**src/logic/sdl_pkg.sv**
```systemverilog
// Package: constants shared by both ends of the divider load link
package sdl_pkg;
    // Frame and divider widths
    localparam int LOOP_W          = 9;
    localparam int FRAME_W         = 11;
    localparam int FRAME_SEL_POS   = 9;
    localparam logic [8:0] LOOP_RESET_VAL = 9'h000;
    localparam logic [10:0] FRAME_RESET_VAL = 11'h000;
    // Reference pre-divider and loop multiplier
    localparam int REF_DIV         = 16;
    localparam int REF_CNT_W       = 4;
    localparam int VCO_MULT        = 2;
    localparam logic [3:0] REF_HALF_TERM = 4'h7;
    localparam logic [3:0] REF_LAST    = 4'hF;
    // Output divider select encodings
    localparam logic OUT_DIV2      = 1'b0;
    localparam logic OUT_DIV4      = 1'b1;
    // Lock range for a 16 MHz reference
    localparam logic [8:0] LOOP_MIN = 9'h07D;
    localparam logic [8:0] LOOP_MAX = 9'h15E;
    // Controller: serial clock half period minus one, in hclk cycles
    localparam logic [7:0] SCLK_HALF = 8'h04;
    // Controller register offsets (AHB-Lite byte addresses)
    localparam logic [7:0] REG_CTRL   = 8'h00;
    localparam logic [7:0] REG_STATUS = 8'h04;
    // Control register fields
    localparam int CTRL_VAL_LSB   = 0;
    localparam int CTRL_SEL_BIT   = 9;
    localparam int CTRL_SER_BIT   = 10;
    localparam int CTRL_GO_BIT    = 11;
    localparam int CTRL_MR_BIT    = 12;
    localparam int CTRL_REFSEL_BIT = 13;
    localparam logic [31:0] CTRL_RESET_VAL = 32'h0000_2000;
    // AHB transfer type
    localparam logic [1:0] HTRANS_NONSEQ = 2'h2;
endpackage : sdl_pkg

```
**src/logic/sdl_link_if.sv**
```systemverilog
// Interface: programming pins between controller and synthesizer
`timescale 1ns/1ps
interface sdl_link_if;
    logic       parallel_load_strobe_n;
    logic [8:0] loop_divider_inputs;
    logic       serial_clock;
    logic       serial_data;
    logic       serial_load;
    logic       master_reset_pin;
    logic       reference_source_select;

    modport device (
        input parallel_load_strobe_n,
        input loop_divider_inputs,
        input serial_clock,
        input serial_data,
        input serial_load,
        input master_reset_pin,
        input reference_source_select
    );
    modport ctrl (
        output parallel_load_strobe_n,
        output loop_divider_inputs,
        output serial_clock,
        output serial_data,
        output serial_load,
        output master_reset_pin,
        output reference_source_select
    );
endinterface : sdl_link_if

```
**src/logic/sdl_device.sv**
```systemverilog
// Device end: divider load logic, reference divider and output divider
// Operation
// Strobe low passes parallel inputs straight through
// Strobe rising captures parallel inputs
// Captured value held until strobe low/serial
// Board may strap parallel inputs for default
// Parallel path forces output divide by two
// Serial only with strobe high, load low
// Serial clock rising shifts data in
// Load rising transfers shift register out
// Load falling latches divider values
// Load high passes serial data per clock
// Select 0 divides by 2, 1 by 4
// Output select changed only serially
// Controller leaves null slot empty
// Reference is selected input divided by sixteen
// Oscillator equals twice loop value times reference
// Controller keeps loop value 125 to 350; sdl_ctrl passes any 9-bit value unchecked
// Output divider gives 50% duty
// Master reset clears dividers, keeps loop value
// Reference select high crystal, low test
// Frame: null, select, loop bits MSB first
`timescale 1ns/1ps
module sdl_device (
    // Clock and reset
    input  wire logic       hclk,
    input  wire logic       hresetn,
    // Programming link
    sdl_link_if.device      link,
    // Reference sources
    input  wire logic       xtal_clk,
    input  wire logic       test_clk,
    // Status and outputs
    output logic [8:0]      loop_value,
    output logic            out_sel,
    output logic            ref_pulse,
    output logic            vco_tick,
    output logic            clock_output
);
    // ------------------------------------------------------------
    // Edge detection on the pins
    // ------------------------------------------------------------
    logic        pl_ff;
    logic        sl_ff;
    logic        sc_ff;
    logic [10:0] shift_ff;
    logic [10:0] nxt_shift;
    logic        from_par_ff;
    logic        ref_src;
    logic [3:0]  ref_cnt_ff;
    logic [9:0]  vco_cnt_ff;
    logic        ref_en;
    logic        sclk_rise;
    logic        ser_mode;

    always_ff @(posedge hclk or negedge hresetn) begin
        if (!hresetn) begin
            pl_ff <= 1'b0;
            sl_ff <= 1'b0;
            sc_ff <= 1'b0;
        end else begin
            pl_ff <= link.parallel_load_strobe_n;
            sl_ff <= link.serial_load;
            sc_ff <= link.serial_clock;
        end
    end

    assign sclk_rise = link.serial_clock & ~sc_ff;
    assign ser_mode  = link.parallel_load_strobe_n;
    assign nxt_shift = {shift_ff[9:0], link.serial_data};

    // ------------------------------------------------------------
    // Shift register
    // ------------------------------------------------------------
    always_ff @(posedge hclk or negedge hresetn) begin
        if (!hresetn) begin
            shift_ff <= sdl_pkg::FRAME_RESET_VAL;
        end else if (ser_mode && sclk_rise) begin
            shift_ff <= nxt_shift;
        end
    end

    // ------------------------------------------------------------
    // Loop divider value and output select
    // Master reset leaves these alone on purpose
    // ------------------------------------------------------------
    always_ff @(posedge hclk or negedge hresetn) begin
        if (!hresetn) begin
            loop_value <= sdl_pkg::LOOP_RESET_VAL;
        end else if (!link.parallel_load_strobe_n) begin
            loop_value <= link.loop_divider_inputs;
        end else if (!pl_ff) begin
            loop_value <= link.loop_divider_inputs;
        end else if (link.serial_load && !sl_ff) begin
            loop_value <= shift_ff[8:0];
        end else if (link.serial_load && sclk_rise) begin
            loop_value <= nxt_shift[8:0];
        end
        // Falling load: nothing updates, value stays latched R09
    end

    always_ff @(posedge hclk or negedge hresetn) begin
        if (!hresetn) begin
            from_par_ff <= 1'b1;
            out_sel     <= sdl_pkg::OUT_DIV2;
        end else if (!link.parallel_load_strobe_n || !pl_ff) begin
            from_par_ff <= 1'b1;
            out_sel     <= sdl_pkg::OUT_DIV2;
        end else if (link.serial_load && !sl_ff) begin
            from_par_ff <= 1'b0;
            out_sel     <= shift_ff[sdl_pkg::FRAME_SEL_POS];
        end else if (link.serial_load && sclk_rise) begin
            from_par_ff <= 1'b0;
            out_sel     <= nxt_shift[sdl_pkg::FRAME_SEL_POS];
        end
    end

    // ------------------------------------------------------------
    // Reference: chosen source divided by sixteen
    // Sources are sampled as synchronous levels; hclk must be faster
    // ------------------------------------------------------------
    logic src_ff;

    assign ref_src = link.reference_source_select ? xtal_clk
                                                  : test_clk;
    assign ref_en  = ref_src & ~src_ff;

    always_ff @(posedge hclk or negedge hresetn) begin
        if (!hresetn) begin
            src_ff     <= 1'b0;
            ref_cnt_ff <= 4'h0;
            ref_pulse  <= 1'b0;
        end else if (link.master_reset_pin) begin
            src_ff     <= ref_src;
            ref_cnt_ff <= 4'h0;
            ref_pulse  <= 1'b0;
        end else begin
            src_ff    <= ref_src;
            ref_pulse <= ref_en && (ref_cnt_ff == sdl_pkg::REF_LAST);
            if (ref_en) begin
                ref_cnt_ff <= ref_cnt_ff + 4'h1;
            end
        end
    end

    // ------------------------------------------------------------
    // Oscillator model: 2M ticks per reference period
    // ------------------------------------------------------------
    always_ff @(posedge hclk or negedge hresetn) begin
        if (!hresetn) begin
            vco_cnt_ff <= 10'h000;
            vco_tick   <= 1'b0;
        end else if (link.master_reset_pin || ref_pulse) begin
            vco_cnt_ff <= {loop_value, 1'b0};
            vco_tick   <= 1'b0;
        end else if (vco_cnt_ff != 10'h000) begin
            vco_cnt_ff <= vco_cnt_ff - 10'h001;
            vco_tick   <= 1'b1;
        end else begin
            vco_tick   <= 1'b0;
        end
    end

    // ------------------------------------------------------------
    // Output divider
    // ------------------------------------------------------------
    sdl_out_div u_out_div (
        .hclk    (hclk),
        .hresetn (hresetn),
        .en      (vco_tick),
        .div_rst (link.master_reset_pin),
        .sel     (out_sel & ~from_par_ff),
        .q       (clock_output)
    );
endmodule : sdl_device

```
**src/logic/sdl_out_div.sv**
```systemverilog
// Output divider: 50% duty divide by 2 or 4, with reset
`timescale 1ns/1ps
module sdl_out_div (
    // Clock and reset
    input  wire logic hclk,
    input  wire logic hresetn,
    // Control
    input  wire logic en,
    input  wire logic div_rst,
    input  wire logic sel,
    // Output
    output logic      q
);
    logic [1:0] cnt_ff;

    always_ff @(posedge hclk or negedge hresetn) begin
        if (!hresetn) begin
            cnt_ff <= 2'h0;
        end else if (div_rst) begin
            cnt_ff <= 2'h0;
        end else if (en) begin
            cnt_ff <= cnt_ff + 2'h1;
        end
    end

    // Div2 toggles each enable, div4 each second: both 50% duty
    always_ff @(posedge hclk or negedge hresetn) begin
        if (!hresetn) begin
            q <= 1'b0;
        end else if (div_rst) begin
            q <= 1'b0;
        end else if (en) begin
            if (sel == sdl_pkg::OUT_DIV2 || cnt_ff[0]) begin
                q <= ~q;
            end
        end
    end
endmodule : sdl_out_div

```
**src/flat_wrapper.sv**
```systemverilog
// flat-port wrapper written by rule: the top's interface ports become plain ports
module sdl_device_flat 
  (hclk, hresetn, xtal_clk, test_clk, loop_value, out_sel, ref_pulse, vco_tick, clock_output, link_parallel_load_strobe_n, link_loop_divider_inputs, link_serial_clock, link_serial_data, link_serial_load, link_master_reset_pin, link_reference_source_select);
  sdl_link_if link_i ();
  input  wire logic hclk;
  input  wire logic hresetn;
  input  wire logic xtal_clk;
  input  wire logic test_clk;
  output logic [8:0] loop_value;
  output logic out_sel;
  output logic ref_pulse;
  output logic vco_tick;
  output logic clock_output;
  input wire logic [$bits(link_i.parallel_load_strobe_n)-1:0] link_parallel_load_strobe_n;
  input wire logic [$bits(link_i.loop_divider_inputs)-1:0] link_loop_divider_inputs;
  input wire logic [$bits(link_i.serial_clock)-1:0] link_serial_clock;
  input wire logic [$bits(link_i.serial_data)-1:0] link_serial_data;
  input wire logic [$bits(link_i.serial_load)-1:0] link_serial_load;
  input wire logic [$bits(link_i.master_reset_pin)-1:0] link_master_reset_pin;
  input wire logic [$bits(link_i.reference_source_select)-1:0] link_reference_source_select;
  assign link_i.parallel_load_strobe_n = link_parallel_load_strobe_n;
  assign link_i.loop_divider_inputs = link_loop_divider_inputs;
  assign link_i.serial_clock = link_serial_clock;
  assign link_i.serial_data = link_serial_data;
  assign link_i.serial_load = link_serial_load;
  assign link_i.master_reset_pin = link_master_reset_pin;
  assign link_i.reference_source_select = link_reference_source_select;
  sdl_device u_core (.hclk(hclk), .hresetn(hresetn), .link(link_i), .xtal_clk(xtal_clk), .test_clk(test_clk), .loop_value(loop_value), .out_sel(out_sel), .ref_pulse(ref_pulse), .vco_tick(vco_tick), .clock_output(clock_output));
endmodule
```
**config.mk**
```make
export PLATFORM = sky130hd
export DESIGN_NAME = sdl_device_flat
export DESIGN_NICKNAME = d
export VERILOG_FILES = /design/src/logic/sdl_pkg.sv /design/src/logic/sdl_link_if.sv /design/src/logic/sdl_device.sv /design/src/logic/sdl_out_div.sv /design/src/flat_wrapper.sv
export SDC_FILE = /design/constraint.sdc
export NUM_CORES = 1
export LEC_CHECK = 0
export ABC_AREA = 1
export BUFFER_PORTS_ARGS = -buffer_cell sky130_fd_sc_hd__buf_2
export CORE_MARGIN = 1
export CORE_UTILIZATION = 51
export CTS_CLUSTER_DIAMETER = 50
export DETAILED_ROUTE_END_ITERATION = 10
export GPL_TIMING_DRIVEN = 0
export MAX_ROUTING_LAYER = met4
export PLACE_DENSITY = 0.81
export SLEW_MARGIN = 20
export SYNTH_ARGS = -nofsm -noshare
export SYNTH_HDL_FRONTEND = slang
export SYNTH_SLANG_ARGS = --single-unit
export TNS_END_PERCENT = 100
```
**constraint.sdc**
```tcl
create_clock -name hclk -period 1.2 [get_ports hclk]
set_clock_uncertainty 0.1 [all_clocks]
set_input_delay 0.06 -clock hclk [delete_from_list [all_inputs] [get_ports hclk]]
set_output_delay 0.06 -clock hclk [all_outputs]
set_load 0.02 [all_outputs]
```
==> results.py, run 1 <==
metrics = {
    "run_status": {
        "outcome": "finished with violations",
        "violations": "hold timing, setup timing",
    },
    "grt": {
        "grt-ovfl-total": 0,
        "grt_pass1_wl_um": 8390,
        "grt_max_degree": 44,
        "grt_pass1_vias": 1852,
        "antenna_found_initial": 0,
        "grt_use_total": 0.2554,
    },
    "clock_network": {
        "cts_buffer_depth": 2,
        "cts-htree-levels": 2,
        "cts-root-buf": "clkbuf_8",
        "clkTransAtPathRegs_ps": 90,
        "clk_latency_ps": 300,
        "cts_sinks": 43,
        "cts-buffers-inserted": 5,
        "cts_tree": "built",
        "holdBufCountCts": 17,
    },
    "floorplan": {
        "core_mm2": 0.004115,
        "fp.dieH_um": 68.47,
        "io-pin-count": 32,
        "die_w_um": 68.47,
        "rows": 23,
        "fp.dieArea_mm2": 0.004688,
        "start_util": 0.5476,
    },
    "worst_setup_path": {
        "worstPathArrival_ps": 1450,
        "path_cells": "inv_2, ha_4, nand2_4, nor2_8, a21oi_4, nand2_1, nand2_1",
        "critPathRequiredTime_ps": 1300,
        "cp_num_cells": 7,
        "slowest_delay_ps": 410,
        "worstSetupEndpoint": "u_core.vco_cnt_ff[5]",
        "reg2reg_depth": 7,
        "critPathTopFamily": "flip-flops",
        "endpoint_kind": "flip-flop",
        "crit_fanout": 5,
        "crit_path_top_delay_cell": "dfrtp_1",
        "crit_path_start_kind": "flip-flop",
        "worst_r2r_endpoint": "u_core.vco_cnt_ff[5]",
        "critPathBufInv": 1,
        "crit_type": "reg -> reg",
        "regToRegStartpoint": "u_core.vco_cnt_ff[0]",
        "regToRegSetupSlack_ps": -150,
        "cp-startpoint": "u_core.vco_cnt_ff[0]",
        "cp_common_cell": "nand2_1",
    },
    "layout": {
        "fin_cells": 379,
        "seq_area_mm2": 0.001080,
        "final_area_mm2": 0.003023,
        "fillCellCount": 288,
        "n_antenna_cell": 0,
        "synthToLayoutAreaGrowth_pct": 34.15,
        "drive_gt1_frac": 0.3556,
        "multi_input_area_mm2": 0.001152,
        "layout.nets": 349,
    },
    "timing": {
        "slew_headroom": 0.3693,
        "setup_viol": 18,
        "hold_ws_ps": -196.6,
        "fmax_mhz": 738.8,
        "setup_ws_ps": -153.5,
        "rsz0062_at_grt": "true",
        "worstMarginPinSlew_ps": 946.1,
        "slew_violations": 0,
        "hold_viol_final": 42,
        "fin_crit_ps": 1353,
        "min_period_over_period": 1.128,
    },
    "yosys": {
        "syn_nets": 282,
        "synthAdderAreaFrac": 0.01110,
        "ys_types": 33,
        "syn_area_per_cell_um2": 8.634,
        "synth_top_family_by_area": "simple AND/OR/NAND/NOR gates",
        "synth_compound_area_frac": 0.1210,
        "synth.ff_latch_count": 43,
        "netlist_area_mm2": 0.002253,
        "syn_inst": 261,
        "synth-simple-area-share": 0.2810,
        "yosysSeqAreaShare": 0.4781,
        "ys.warnings.count": 0,
        "synthMuxAreaShare": 0,
        "synthXorXnorAreaFrac": 0.02332,
    },
    "detailed_routing": {
        "viasPerCell": 5.224,
        "drc_errors": 0,
        "dr_total_vias": 1980,
        "wl_met2_um": 3048,
        "dr.pass1.iters": 4,
        "ant_nets": 0,
        "wl_met3_um": 159,
        "route.layer.met1.wl_um": 2290,
        "routed_wl_um": 5622,
        "dr.max_layer_used": "met4",
        "detail_route.wl_per_cell_um": 14.83,
        "drt_iter0_markers": 142,
    },
    "place": {
        "place_ws_ps": -145.0,
        "dp_hpwl_um": 3054,
        "dpl_cell_area_mm2": 0.002480,
        "numPortBuffers": 30,
        "gp_congestion": 0.8105,
        "dp_cells": 341,
    },
    "flow_run": {
        "cap_violations": 0,
    },
    "pwr": {
        "switching_share": 0.3429,
        "ir_drop_v": 0.0008881,
        "intPower_mw": 2.564,
        "power.switching_mw": 1.338,
        "pwr-share-comb": 0.284,
        "power_density_mw_per_mm2": 1291,
        "seq_power_share": 0.468,
        "clkPwrFrac": 0.249,
        "p_leak_nw": 1.470,
        "design_power_total_mw": 3.901,
    },
    "worst_hold_path": {
        "hp-class": "in -> async",
    },
}
==> synth_stat cells <==
master	instances	area (um2)
a31oi_1	1	6.260
nand2_2	2	12.51
o21ai_2	2	17.52
xnor2_1	5	43.79
a21oi_4	1	16.27
o21ai_1	6	30.03
o21ai_0	14	70.07
nor2_1	18	67.56
dfrtp_1	42	1051
dfstp_2	1	26.28
nand2_1	80	300.3
nor2_2	2	12.51
o211ai_1	2	15.01
o31ai_1	1	7.510
nand3_2	2	20.02
clkinv_4	1	8.760
a21oi_1	2	10.01
nand2_4	3	33.78
nor2_8	2	40.04
nand4_1	1	6.260
clkbuf_1	2	7.510
inv_1	29	108.9
inv_2	2	7.510
buf_6	4	45.04
o211ai_2	1	12.51
nand3_1	18	90.09
xor2_1	1	8.760
ha_1	2	25.02
buf_4	2	15.01
a31oi_2	7	87.58
nand3_4	1	17.52
nor2_4	2	22.52
nor3_1	2	10.01
==> layout by cell type, fill, tap and decap left out, types with 6 or more instances in the layout <==
cell and n:
nand2_1 76, nor2_2 10, nand3_1 16, dfrtp_1 40
nor2_4 8, buf_2 31, o21ai_1 7, o21ai_0 12
nand2_4 6, clkbuf_8 6, inv_1 26, buf_4 9
dlygate4sd3_1 17, a31oi_2 8
==> layer usage <==
| layer | track usage | up-vias |
|---|---|---|
| met3 | 0.05667 | 13 |
| met5 | - | - |
| li1 | - | 966 |
| met2 | 0.4277 | 35 |
| met1 | 0.3016 | 966 |
| met4 | 0.08594 | 0 |
==> per-stage QoR <==
stage | TNS (ps) | util | hold slack (ps)
6_report | -1667 | 0.7346 | -196.6
3_5_place_dp | -1427 | 0.6026 | 103.6
2_1_floorplan | 0 | - | -335.6
5_1_grt | -2927 | 0.7346 | -111.8
3_3_place_gp | -966.0 | 0.6026 | 99.73
4_1_cts | -1254 | 0.6935 | -170.8
==> timing repair <==
item | in CTS | in global routing
gates resized for setup | 14 | 38
hold endpoints to repair | 62 | 42
setup endpoints to repair | 22 | 32
cloned | 3 | 1
pin swaps | 6 | 19
buffers inserted | 6 | 4
==> state kept, by name (all words and copies together) (netlist names) <==
signal / count
u_core.pl_ff: 1
u_core.ref_cnt_ff: 4
u_core.shift_ff: 10
u_core.ref_pulse: 1
u_core.sc_ff: 1
u_core.vco_tick: 1
u_core.src_ff: 1
u_core.out_sel: 1
u_core.loop_value: 9
u_core.u_out_div.q: 1
u_core.from_par_ff: 1
u_core.sl_ff: 1
u_core.u_out_div.cnt_ff: 1
u_core.vco_cnt_ff: 10
==> cell type report <==
cell class,count,share of cell area
Clock buffer,7,0.02856
Buffer,7,0.02194
Inverter,32,0.04139
Timing Repair Buffer,59,0.1474
Clock inverter,1,0.001656
Sequential cell,43,0.3572
Tap cell,50,0.02070
Multi-Input combinational cell,180,0.3812
==> power by group through the flow <==
| stage | clock network (mW) | registers [mW] | logic [mW] |
|---|---|---|---|
| floorplan | 0 | 1.84 | 0.616 |
| global placement | 0 | 1.80 | 0.860 |
| detailed placement | 0 | 1.81 | 0.880 |
| CTS | 0.958 | 1.79 | 0.995 |
| global route | 1.03 | 1.85 | 1.23 |
| finish | 0.970 | 1.82 | 1.11 |
==> how the worst min path moves through the flow <==
| stage | startpoint | to |
|---|---|---|
| after global routing | hresetn | u_core.loop_value[2] |
| final | hresetn | u_core.loop_value[0] |
| after floorplan | hresetn | u_core.loop_value[0] |
| after global placement | link_serial_clock | u_core.sc_ff |
| after CTS | hresetn | u_core.loop_value[0] |
| after detailed placement | link_serial_clock | u_core.sc_ff |
==> kinds of logic after synthesis <==
family / Yosys count
AOI/OAI and AO/OA: 37
xor gates and xnor gates: 6
adders and majority gates: 2
buffers and inverters: 40
DFF: 43
and+or+nand+nor: 133
No activity file was read; power rests on OpenSTA's default activity.
==> run 2: changes to the inputs <==
Settings changed: SKIP_CTS_REPAIR_TIMING from default to 1.
==> results.py, run 2 (synthesized netlist as in run 1, its figures left out) <==
metrics = {
    "clock_network": {
        "cts_buffer_depth": 2,
        "cts-root-buf": "clkbuf_8",
        "cts-htree-levels": 2,
        "clkTransAtPathRegs_ps": 80,
        "cts-buffers-inserted": 5,
        "cts_tree": "built",
        "cts_sinks": 43,
        "clk_latency_ps": 300,
    },
    "worst_setup_path": {
        "crit_path_start_kind": "flip-flop",
        "critPathRequiredTime_ps": 1290,
        "crit_type": "reg -> reg",
        "endpoint_kind": "flip-flop",
        "worstPathArrival_ps": 1480,
        "crit_fanout": 5,
    },
    "timing": {
        "slew_violations": 0,
        "fin_crit_ps": 1384,
        "rsz0062_at_grt": "true",
        "min_period_over_period": 1.153,
        "hold_viol_final": 45,
        "fmax_mhz": 722.6,
        "setup_viol": 20,
        "fin_tns_setup_ps": -2177,
        "hold_ws_ps": -188.2,
        "slew_headroom": 0.3649,
        "setup_ws_ps": -184.0,
        "worstMarginPinSlew_ps": 952.7,
    },
    "detailed_routing": {
        "routed_wl_um": 5627,
        "dr_total_vias": 1994,
        "ant_nets": 0,
        "detail_route.wl_per_cell_um": 14.89,
        "drc_errors": 0,
        "dr.pass1.iters": 4,
        "drt_iter0_markers": 138,
        "viasPerCell": 5.275,
    },
    "floorplan": {
        "fp.dieArea_mm2": 0.004688,
        "die_w_um": 68.47,
        "start_util": 0.5476,
        "rows": 23,
        "fp.dieH_um": 68.47,
        "io-pin-count": 32,
        "core_mm2": 0.004115,
    },
    "pwr": {
        "p_leak_nw": 1.470,
        "power_density_mw_per_mm2": 1291,
        "ir_drop_v": 0.0008850,
    },
    "grt": {
        "grt_max_degree": 44,
        "grt_use_total": 0.2210,
        "grt_pass1_vias": 1684,
        "grt_pass1_wl_um": 7362,
        "grt-ovfl-total": 0,
        "antenna_found_initial": 0,
    },
    "place": {
        "numPortBuffers": 30,
        "dp_hpwl_um": 3054,
        "gp_congestion": 0.8105,
    },
    "worst_hold_path": {
        "hp-class": "in -> async",
    },
    "layout": {
        "fillCellCount": 279,
        "seq_area_mm2": 0.001082,
        "final_common_cell": "nand2_1",
        "layout.nets": 348,
        "synthToLayoutAreaGrowth_pct": 35.15,
        "n_antenna_cell": 0,
        "reg_top3": "u_core.shift_ff (10), u_core.vco_cnt_ff (10), u_core.loop_value (9)",
        "multi_input_area_mm2": 0.001166,
        "layout_common_cells": "nand2_1, dfrtp_1, buf_2, inv_1, dlygate4sd3_1",
        "utilization": 0.7400,
        "drive_gt1_frac": 0.3750,
    },
    "run_status": {
        "outcome": "finished with violations",
        "violations": "hold timing, setup timing",
    },
    "flow_run": {
        "cap_violations": 0,
    },
}
[run 2: cell types whose count changed in the layout (fill, tap and decap cells not counted), sizes merged]
cell,delta
clkbuf,+2
dlygate4sd3,-2
buf,-1
[run 2: routing by layer]
layer | GRT usage | wire (um) | share of wire | up-vias
met1 | 0.2629 | 2246 | 0.40 | 969
met4 | 0.08073 | 61 | 0.011 | 0
met3 | 0.05333 | 233 | 0.041 | 6
met2 | 0.3615 | 3086 | 0.55 | 54
met5 | - | 0 | 0 | -
li1 | - | - | - | 965
[run 2: critical path, stage by stage, from the launching register on]
cell     delay, ps
dfrtp_1        430
nor2_1         200
nand2_4        100
nor2_8         190
nand3_4        110
nand2_2         80
o21ai_1         60
[run 2: final cells by class]
type                    count  area share
plain buffers               8     0.02671
repair buffers             57      0.1434
clock buffers               7     0.02835
well taps                  50     0.02054
inverters                  32     0.04108
clock inverters             1    0.001643
multi-input cells         180      0.3829
flip-flops and latches     43      0.3554
[run 2: worst paths after layout]
kind,startpoint,end,slack [ps],depth (start not counted)
worst max-delay path,u_core.vco_cnt_ff[6],u_core.vco_cnt_ff[1],-180,6
worst min-delay path,hresetn,u_core.loop_value[0],-190,1
worst max register to register,u_core.vco_cnt_ff[6],u_core.vco_cnt_ff[1],-180,6
worst min register to register,u_core.shift_ff[8],u_core.shift_ff[8],390,2
max in group asynchronous,hresetn,u_core.vco_cnt_ff[5],550,1
min in group hclk,link_serial_data,u_core.shift_ff[0],-30,3
[run 2: power breakdown]
part / switching, mW / internal [mW]
clock: 0.492 / 0.465
sequential: 0.193 / 1.64
combinational: 0.664 / 0.475
total: 1.35 / 2.58
[run 2: through the flow]
step | power [mW] | setup slack [ps] | std cells | cell area (um2)
3_5_place_dp | 2.689 | -145.0 | 341 | 2480
4_1_cts | 3.637 | -184.2 | 349 | 2571
6_report | 3.930 | -184.0 | 378 | 3045
2_1_floorplan | 2.454 | 7.683 | 261 | 2267
3_3_place_gp | 2.662 | -108.3 | 341 | 2480
5_1_grt | 4.140 | -233.0 | 378 | 3045
